==> src/swbc_defs.svh <==
// Purpose: Constants for the single-wire byte command engine
// Assumes: 20 MHz clock (50 ns period)
// Notes: Slot timing comes in as cycle counts from port configuration
`ifndef SWBC_DEFS_SVH
`define SWBC_DEFS_SVH
`define SWBC_CMD_WRITE_BYTE 8'ha5
`define SWBC_CMD_READ_BYTE 8'h96
`define SWBC_START_MAX_PS 262500
`define SWBC_CLK_PERIOD_PS 50000
`define SWBC_START_MAX_CYC ((`SWBC_START_MAX_PS) / (`SWBC_CLK_PERIOD_PS))
`define SWBC_SLOTS_PER_BYTE 4'h8
`define SWBC_PTR_STATUS 1'b0
`define SWBC_PTR_READ_DATA 1'b1
`define SWBC_TIME_W 12
`define SWBC_FIFO_DEPTH 8
`endif

==> src/swbc_pkg.sv <==
// Purpose: Types for the single-wire byte command engine
// Assumes: Used with swbc_defs.svh
// Notes: One-hot state codes
package swbc_pkg;
    typedef enum logic [3:0] {
        SWBC_IDLE = 4'h1,
        SWBC_LOW = 4'h2,
        SWBC_RELEASE = 4'h4,
        SWBC_RECOVER = 4'h8
    } swbc_state_e;
    typedef logic [7:0] swbc_byte_t;
endpackage

==> src/swbc_fifo.sv <==
// Purpose: Small synchronous FIFO for command bytes
// Assumes: Single clock, synchronous active-low reset
// Notes: Storage in flip-flops
`timescale 1ns/1ns
module swbc_fifo #(
    parameter int WIDTH = 9,
    parameter int DEPTH = 8
) (
    input wire logic i_clk,
    input wire logic i_resetn,
    input wire logic i_in_valid,
    output logic o_in_ready,
    input wire logic [WIDTH-1:0] i_in_data,
    output logic o_out_valid,
    input wire logic i_out_ready,
    output logic [WIDTH-1:0] o_out_data
);
    localparam int AW = $clog2(DEPTH);
    logic [WIDTH-1:0] mem [DEPTH];
    logic [AW-1:0] wr_ptr, rd_ptr, next_wr_ptr, next_rd_ptr;
    logic [AW:0] count, next_count;
    logic push, pop;

    // Handshakes and pointer updates
    always_comb begin
        o_in_ready = (count != (AW+1)'(DEPTH));
        o_out_valid = (count != '0);
        push = i_in_valid && o_in_ready;
        pop = o_out_valid && i_out_ready;
        next_wr_ptr = push ? AW'(wr_ptr + 1'b1) : wr_ptr;
        next_rd_ptr = pop ? AW'(rd_ptr + 1'b1) : rd_ptr;
        next_count = (AW+1)'(count + {{AW{1'b0}}, push} - {{AW{1'b0}}, pop});
    end

    // Register pointers and storage
    always_ff @(posedge i_clk) begin
        if (!i_resetn) begin
            wr_ptr <= '0;
            rd_ptr <= '0;
            count <= '0;
        end else begin
            wr_ptr <= next_wr_ptr;
            rd_ptr <= next_rd_ptr;
            count <= next_count;
        end
        if (push) begin
            mem[wr_ptr] <= i_in_data;
        end
    end

    assign o_out_data = mem[rd_ptr];
endmodule

==> src/swbc_top.sv <==
// Purpose: Byte write and byte read commands on a single-wire line
// Assumes: I2C front end gives decoded bytes and takes ack decisions on i_clk
// Notes: Slot timing is given in clock cycles by port configuration
`timescale 1ns/1ns
`include "swbc_defs.svh"
module swbc_top (
    input wire logic i_clk,
    input wire logic i_resetn,
    // I2C side: command code and data byte strobes
    input wire logic i_cmd_valid,
    input wire swbc_pkg::swbc_byte_t i_cmd_code,
    output logic o_cmd_ack,
    input wire logic i_data_valid,
    input wire swbc_pkg::swbc_byte_t i_data_byte,
    output logic o_data_ack,
    output logic o_cmd_ready,
    output logic o_read_ptr,
    input wire logic i_set_ptr_read_data,
    output swbc_pkg::swbc_byte_t o_read_data,
    output logic o_line_busy_flag,
    // Configuration
    input wire logic i_overdrive_speed_select,
    input wire logic i_strong_pullup_enable,
    input wire logic i_active_pullup_enable,
    input wire logic [`SWBC_TIME_W-1:0] i_slot_std,
    input wire logic [`SWBC_TIME_W-1:0] i_slot_od,
    input wire logic [`SWBC_TIME_W-1:0] i_low_one_std,
    input wire logic [`SWBC_TIME_W-1:0] i_low_one_od,
    input wire logic [`SWBC_TIME_W-1:0] i_write_zero_low_duration,
    input wire logic [`SWBC_TIME_W-1:0] i_read_sample_time,
    // Single-wire line
    input wire logic i_line,
    output logic o_line_out,
    output logic o_line_oe,
    output logic o_active_pullup,
    output logic o_strong_pullup
);
    import swbc_pkg::*;

    logic line_s1, line_s2;
    logic fifo_in_valid, fifo_in_ready, fifo_out_valid, fifo_out_ready;
    logic [8:0] fifo_in_data, fifo_out_data;
    swbc_state_e state, next_state;
    logic line_busy_flag, next_line_busy_flag;
    logic pend_write, next_pend_write;
    logic is_read, next_is_read;
    logic strong_en, next_strong_en;
    logic read_ptr, next_read_ptr;
    swbc_byte_t shift, next_shift;
    swbc_byte_t read_data, next_read_data;
    logic [3:0] bit_cnt, next_bit_cnt;
    logic [`SWBC_TIME_W-1:0] tcnt, next_tcnt;
    logic [`SWBC_TIME_W-1:0] slot_len, low_len;
    logic cmd_ok;

    // ---------------------------------------------------------------
    // Line input synchroniser
    // ---------------------------------------------------------------
    // Two flops before any use of the line level
    always_ff @(posedge i_clk) begin
        if (!i_resetn) begin
            line_s1 <= 1'b1;
            line_s2 <= 1'b1;
        end else begin
            line_s1 <= i_line;
            line_s2 <= line_s1;
        end
    end

    // ---------------------------------------------------------------
    // Command intake
    // ---------------------------------------------------------------
    // Accept a command only while idle and FIFO has room
    always_comb begin
        // A queued byte counts as busy, so nothing slips in before the flag rises
        cmd_ok = !line_busy_flag && !pend_write && !fifo_out_valid && fifo_in_ready;
        o_cmd_ready = cmd_ok;
        o_cmd_ack = i_cmd_valid && cmd_ok &&
            (i_cmd_code == `SWBC_CMD_WRITE_BYTE || i_cmd_code == `SWBC_CMD_READ_BYTE);
        o_data_ack = i_data_valid && pend_write && fifo_in_ready;
        fifo_in_valid = 1'b0;
        fifo_in_data = 9'h000;
        next_pend_write = pend_write;
        next_read_ptr = read_ptr;
        if (i_set_ptr_read_data) begin
            next_read_ptr = `SWBC_PTR_READ_DATA;
        end
        if (o_cmd_ack) begin
            next_read_ptr = `SWBC_PTR_STATUS;
            if (i_cmd_code == `SWBC_CMD_READ_BYTE) begin
                fifo_in_valid = 1'b1;
                fifo_in_data = {1'b1, 8'hff};
            end else begin
                next_pend_write = 1'b1;
            end
        end
        if (o_data_ack) begin
            // Whole byte held, LSB sent first later
            fifo_in_valid = 1'b1;
            fifo_in_data = {1'b0, i_data_byte};
            next_pend_write = 1'b0;
        end
    end

    swbc_fifo #(.WIDTH(9), .DEPTH(`SWBC_FIFO_DEPTH)) i_swbc_fifo (
        .i_clk(i_clk),
        .i_resetn(i_resetn),
        .i_in_valid(fifo_in_valid),
        .o_in_ready(fifo_in_ready),
        .i_in_data(fifo_in_data),
        .o_out_valid(fifo_out_valid),
        .i_out_ready(fifo_out_ready),
        .o_out_data(fifo_out_data)
    );

    // ---------------------------------------------------------------
    // Slot engine
    // ---------------------------------------------------------------
    // Slot length and one-bit low time set by speed select
    always_comb begin
        slot_len = i_overdrive_speed_select ? i_slot_od : i_slot_std;
        if (shift[0]) begin
            low_len = i_overdrive_speed_select ? i_low_one_od : i_low_one_std;
        end else begin
            low_len = i_write_zero_low_duration;
        end
    end

    // Eight slots per byte, LSB first
    always_comb begin
        next_state = state;
        next_line_busy_flag = line_busy_flag;
        next_is_read = is_read;
        next_strong_en = strong_en;
        next_shift = shift;
        next_read_data = read_data;
        next_bit_cnt = bit_cnt;
        next_tcnt = `SWBC_TIME_W'(tcnt + 1'b1);
        fifo_out_ready = 1'b0;
        case (state)
            SWBC_IDLE: begin
                next_tcnt = '0;
                if (fifo_out_valid) begin
                    fifo_out_ready = 1'b1;
                    // Start next cycle, well inside 262.5ns
                    next_state = SWBC_LOW;
                    next_line_busy_flag = 1'b1;
                    next_is_read = fifo_out_data[8];
                    next_strong_en = !fifo_out_data[8] && i_strong_pullup_enable;
                    next_shift = fifo_out_data[7:0];
                    next_bit_cnt = '0;
                end
            end
            SWBC_LOW: begin
                if (next_tcnt >= low_len) begin
                    next_state = SWBC_RELEASE;
                end
            end
            SWBC_RELEASE: begin
                // At or past the sample point, so a long zero low cannot skip it
                if (tcnt >= i_read_sample_time) begin
                    next_state = SWBC_RECOVER;
                    // Sampled bit enters at the top, lands LSB first
                    if (is_read) begin
                        next_read_data = {line_s2, read_data[7:1]};
                    end
                end
            end
            SWBC_RECOVER: begin
                if (next_tcnt >= slot_len) begin
                    next_tcnt = '0;
                    next_shift = {1'b0, shift[7:1]};
                    next_bit_cnt = 4'(bit_cnt + 1'b1);
                    if (next_bit_cnt == `SWBC_SLOTS_PER_BYTE) begin
                        next_state = SWBC_IDLE;
                        next_line_busy_flag = 1'b0;
                    end else begin
                        next_state = SWBC_LOW;
                    end
                end
            end
            default: begin
                next_state = SWBC_IDLE;
                next_line_busy_flag = 1'b0;
            end
        endcase
    end

    // Register engine and intake state
    always_ff @(posedge i_clk) begin
        if (!i_resetn) begin
            state <= SWBC_IDLE;
            line_busy_flag <= 1'b0;
            pend_write <= 1'b0;
            is_read <= 1'b0;
            strong_en <= 1'b0;
            read_ptr <= `SWBC_PTR_STATUS;
            shift <= 8'h00;
            read_data <= 8'h00;
            bit_cnt <= 4'h0;
            tcnt <= '0;
        end else begin
            state <= next_state;
            line_busy_flag <= next_line_busy_flag;
            pend_write <= next_pend_write;
            is_read <= next_is_read;
            strong_en <= next_strong_en;
            read_ptr <= next_read_ptr;
            shift <= next_shift;
            read_data <= next_read_data;
            bit_cnt <= next_bit_cnt;
            tcnt <= next_tcnt;
        end
    end

    // Line drive and pullup controls
    assign o_line_out = 1'b0;
    assign o_line_oe = (state == SWBC_LOW);
    assign o_active_pullup = i_active_pullup_enable && (state != SWBC_LOW);
    // Strong pullup helps write slots recover, never while pulling low
    assign o_strong_pullup = strong_en && (state == SWBC_RECOVER);
    assign o_line_busy_flag = line_busy_flag;
    assign o_read_data = read_data;
    assign o_read_ptr = read_ptr;
endmodule
==> config.mk <==
export PLATFORM = sky130hd
export DESIGN_NAME = swbc_top
export DESIGN_NICKNAME = d
export VERILOG_FILES = /design/src/swbc_pkg.sv /design/src/swbc_fifo.sv /design/src/swbc_top.sv
export VERILOG_INCLUDE_DIRS = /design/src
export SDC_FILE = /design/constraint.sdc
export NUM_CORES = 1
export LEC_CHECK = 0
export ABC_AREA = 1
export CAP_MARGIN = 20
export CORE_MARGIN = 5
export CORE_UTILIZATION = 60
export CTS_BUF_LIST = sky130_fd_sc_hd__clkbuf_2
export DETAILED_ROUTE_END_ITERATION = 7
export DONT_BUFFER_PORTS = 1
export GPL_TIMING_DRIVEN = 0
export HOLD_SLACK_MARGIN = 0.02
export PLACE_DENSITY = 0.87
export SYNTH_ARGS = -nofsm -noshare
export SYNTH_HDL_FRONTEND = slang
export SYNTH_SLANG_ARGS = --single-unit
==> constraint.sdc <==
create_clock -name i_clk -period 2.63 [get_ports i_clk]
set_input_delay 0.263 -clock i_clk [delete_from_list [all_inputs] [get_ports i_clk]]
set_output_delay 0.263 -clock i_clk [all_outputs]
set_load 0.02 [all_outputs]
==> summary.txt <==
Status
  • Status: finished with violations
  • Failing checks: negative setup slack

Power
  • Clock share of power: 20.6%
  • Switching Fraction: approximately two fifths
  • Cell area power density: 761 nW/um^2
  • Lkg Pwr: 0.00356 uW
  • Total power: a little over 6000 uW
  • P_int: between 3000 and 4000 uW
  • P_sw: 2400 uW
  • Fraction of power consumed by combinational cells: 39.9%
  • Share of power burned in registers: between 30 and 40%
  • Worst ir drop on vdd: 0.575 mV

Detailed routing
  • DRC Markers: 0
  • 1st-iter DRT viols: 423
  • Routed Antenna Nets: 0
  • Total number of vias: 5754
  • Drt first pass iters: 5
  • Routed WL per cell: about 18 um
  • Via/cell ratio: 5.72
  • WL final: 17.9 mm

Critical path
  • Crit-path cells: buf_6 -> nand2_4 -> nor2_4 -> nand4_1 -> nor2_2 -> buf_4 -> buf_6 -> xor2_4 -> ha_4 -> nand2_2 -> nor2_4 -> nand2_1 -> nand3_2 -> nor2_4 -> nand2_2 -> nand2_4 -> nand2_8 -> buf_4 -> o21ai_1 -> nor2_1
  • Worst r2r src: tcnt[1]
  • CP startpoint kind: register
  • Crit path DAT: ~3.4 ns
  • Category of the most critical setup path: register to register
  • Worst Reg-to-Reg Cells: 20
  • Crit-path leading delay family: simple AND/OR/NAND/NOR gates
  • Most used cell, CP: nor2_4
  • Worst Path Max Fanout: 5
  • Worst setup EP type: register
  • CP bufs+invs: 4
  • Highest-delay cell along the critical path: dfxtp_4
  • Crit path from: tcnt[1]
  • Crit-path max cell delay: a little over 0.4 ns
  • Crit. path cell count: 20
  • Crit path required time: about 3.2 ns

Timing
  • Minimum clock period: between 2 and 3 ns
  • Layout Skew: 0.0545 ns
  • # setup viols final: 27
  • Slew HR: 46.0%
  • Slew Limit Fails: 0
  • Setup TNS: -4.57 ns
  • Maximum clock frequency: 350 MHz
  • Final worst setup slack: -0.228 ns
  • Fin. Hold Viols: 0
  • Hold_ws: 0.0840 ns
  • Period utilization: 109%
  • Worst slew pin tran: 0.810 ns
  • RSZ-0062 raised after global routing: yes

Logic synthesis
  • Async SR Flop Fraction: 0%
  • Post-Synthesis Cells: 794
  • Seq/Total Area, Yosys: between 40 and 50%
  • Seq cells post-synth: 128
  • EDFF count, synth: 72
  • Mean Syn Cell Area: about 8.5 um^2
  • Net Count, Synth: 938
  • Ys Warns: 0
  • Cell Area, Synth: 6760 um^2
  • Distinct cells, synth: 43
  • Main synth FF type: edfxtp_1

Clock network
  • CTS Sinks: approximately 130
  • Total number of H-tree levels: 4
  • Clock buffer depth: 2
  • CTS Buf Count: 17
  • CTS Root Cell: clkbuf_2
  • CTS tree: built
  • Clock Latency Late Sink: 0.69 ns
  • Worst-path clk slew: between 0.2 and 0.25 ns

Die
  • Row count: 38
  • Die area: between 10000 and 15000 um^2
  • Die H: 116 um
  • Die Wd: 116 um
  • Core Region: approximately 11000 um^2
  • Starting Density: 61.8%
  • Ports: 114

Layout
  • Final Util: 72.9%
  • Layout cell share with drive strength beyond 1: 20.1%
  • # fillers: 709
  • Commonest non-fill, non-tap cell in the layout: nand2_1
  • Register area: 3290 um^2
  • Synth-to-Final Area Change: 18.0%
  • Nets: 997
  • Layout Cells excl Fill: 1006
  • Area of the multi-input gates: 3360 um^2
  • Most frequent cells in the layout: 168 x nand2_1, 83 x inv_1, 72 x edfxtp_1, 71 x nor2_1, 56 x nand3_1
  • Ant. Diodes: 0

Global routing
  • GR peak layer: met2
  • GR Overflow Total: 0
  • Pin count of the biggest net entering global routing: 17
  • M3 GR Usage: 5.03%
  • Vias in the first global route: 5461
  • Met2 GRT Util: roughly 47%
  • Tot GR Track Use: around 25%
  • Grt met1 use: between 20% and 30%
  • Initial antenna violation count: 0
  • First-pass GRT wire length: roughly 25 mm

Placed design
  • Final Wtd Congestion: 0.925
  • Post-detail-place hpwl: 11.3 mm
  • DP Cell Count: 934
  • I/O Buffers: 0

Min path
  • Hold Crit Class: primary input to register
  • Worst hold stages: 6
  • Hold_sp: i_data_valid

Run
  • Max Cap Viol: 0
## metrics by stage
step | instance area (um^2) | setup WS [ns]
final | 7970 | -0.228
after detailed placement | 6930 | -0.399
after CTS | 7660 | -0.145
after global placement | 6930 | -0.344
after global routing | 7970 | -0.383
after floorplan | 6760 | 0.0538
## synth_stat cells (10+ instances only)
library cell	number	area share, %
nand2_1	175	9.7
nor2_1	99	5.5
inv_1	85	4.7
edfxtp_1	72	32
nand3_1	64	4.7
dfxtp_1	56	17
ha_1	46	8.5
o21ai_0	45	3.3
a21oi_1	31	2.3
buf_2	12	0.89
mux2i_1	11	1.6
o22ai_1	11	1.0
xor2_1	10	1.3
## flip-flops by register name, indices dropped and copies added (netlist names), 3 cells and up, named ones only
| register | cells |
|---|---|
| i_swbc_fifo.rd_ptr | 3 |
| i_swbc_fifo.wr_ptr | 3 |
| i_swbc_fifo.mem | 72 |
| tcnt | 12 |
| i_swbc_fifo.count | 4 |
| state | 4 |
| o_read_data | 8 |
| shift | 8 |
| bit_cnt | 4 |
## layout make-up
type | instances | area share (%)
Clock inverter | 14 | 1.95
Multi-Input combinational cell | 547 | 42.2
Buffer | 29 | 2.20
Sequential cell | 128 | 41.3
Clock buffer | 18 | 1.13
Tap cell | 140 | 2.20
Timing Repair Buffer | 40 | 4.68
Inverter | 90 | 4.35
## layer usage
layer  up-vias  share of wire [%]
li1       2745                  -
met1      2695                 38
met2       261                 52
met3        53                6.9
met4         0                2.6
met5         -                  0
## cell families after synthesis
family	share of synthesized area [%]
AND/OR/NAND/NOR	23.7
adder cells (fa/ha/maj)	8.81
multiplexers	1.63
AO/OA/AOI/OAI	8.46
flip-flops	48.6
XOR/XNOR	1.43
buffers and inverters	7.35
other	0.0555
## power groups by stage
stage / Clock, uW / Combinational (uW) / Sequential, uW
after detailed placement: 0 / 1840 / 2410
after global routing: 1350 / 2650 / 2410
final: 1250 / 2420 / 2390
after CTS: 1240 / 2130 / 2380
after floorplan: 0 / 1450 / 2380
after global placement: 0 / 1770 / 2400
## path summary, 6_finish.rpt
| check | to | slack [ns] |
|---|---|---|
| worst max-delay path | shift[1] | -0.23 |
| worst min-delay path | i_swbc_fifo.wr_ptr[0] | 0.08 |
| worst max register to register | shift[1] | -0.23 |
| worst min register to register | line_s2 | 0.44 |
## timing repair
item,in CTS,in global routing
pin swaps,21,22
gates cloned,3,0
hold buffers,16,1
gates resized for setup,68,53
buffers inserted,9,11
endpoints found under the setup margin,102,32
endpoints found under the hold margin,70,1
## worst min-delay path, stage by stage
cell	delay, ns
nand2_1	0.04
nor2_1	0.05
inv_1	0.10
nand2_4	0.10
nand2_4	0.11
a21oi_2	0.06
Power figures use the tool's default switching activity.
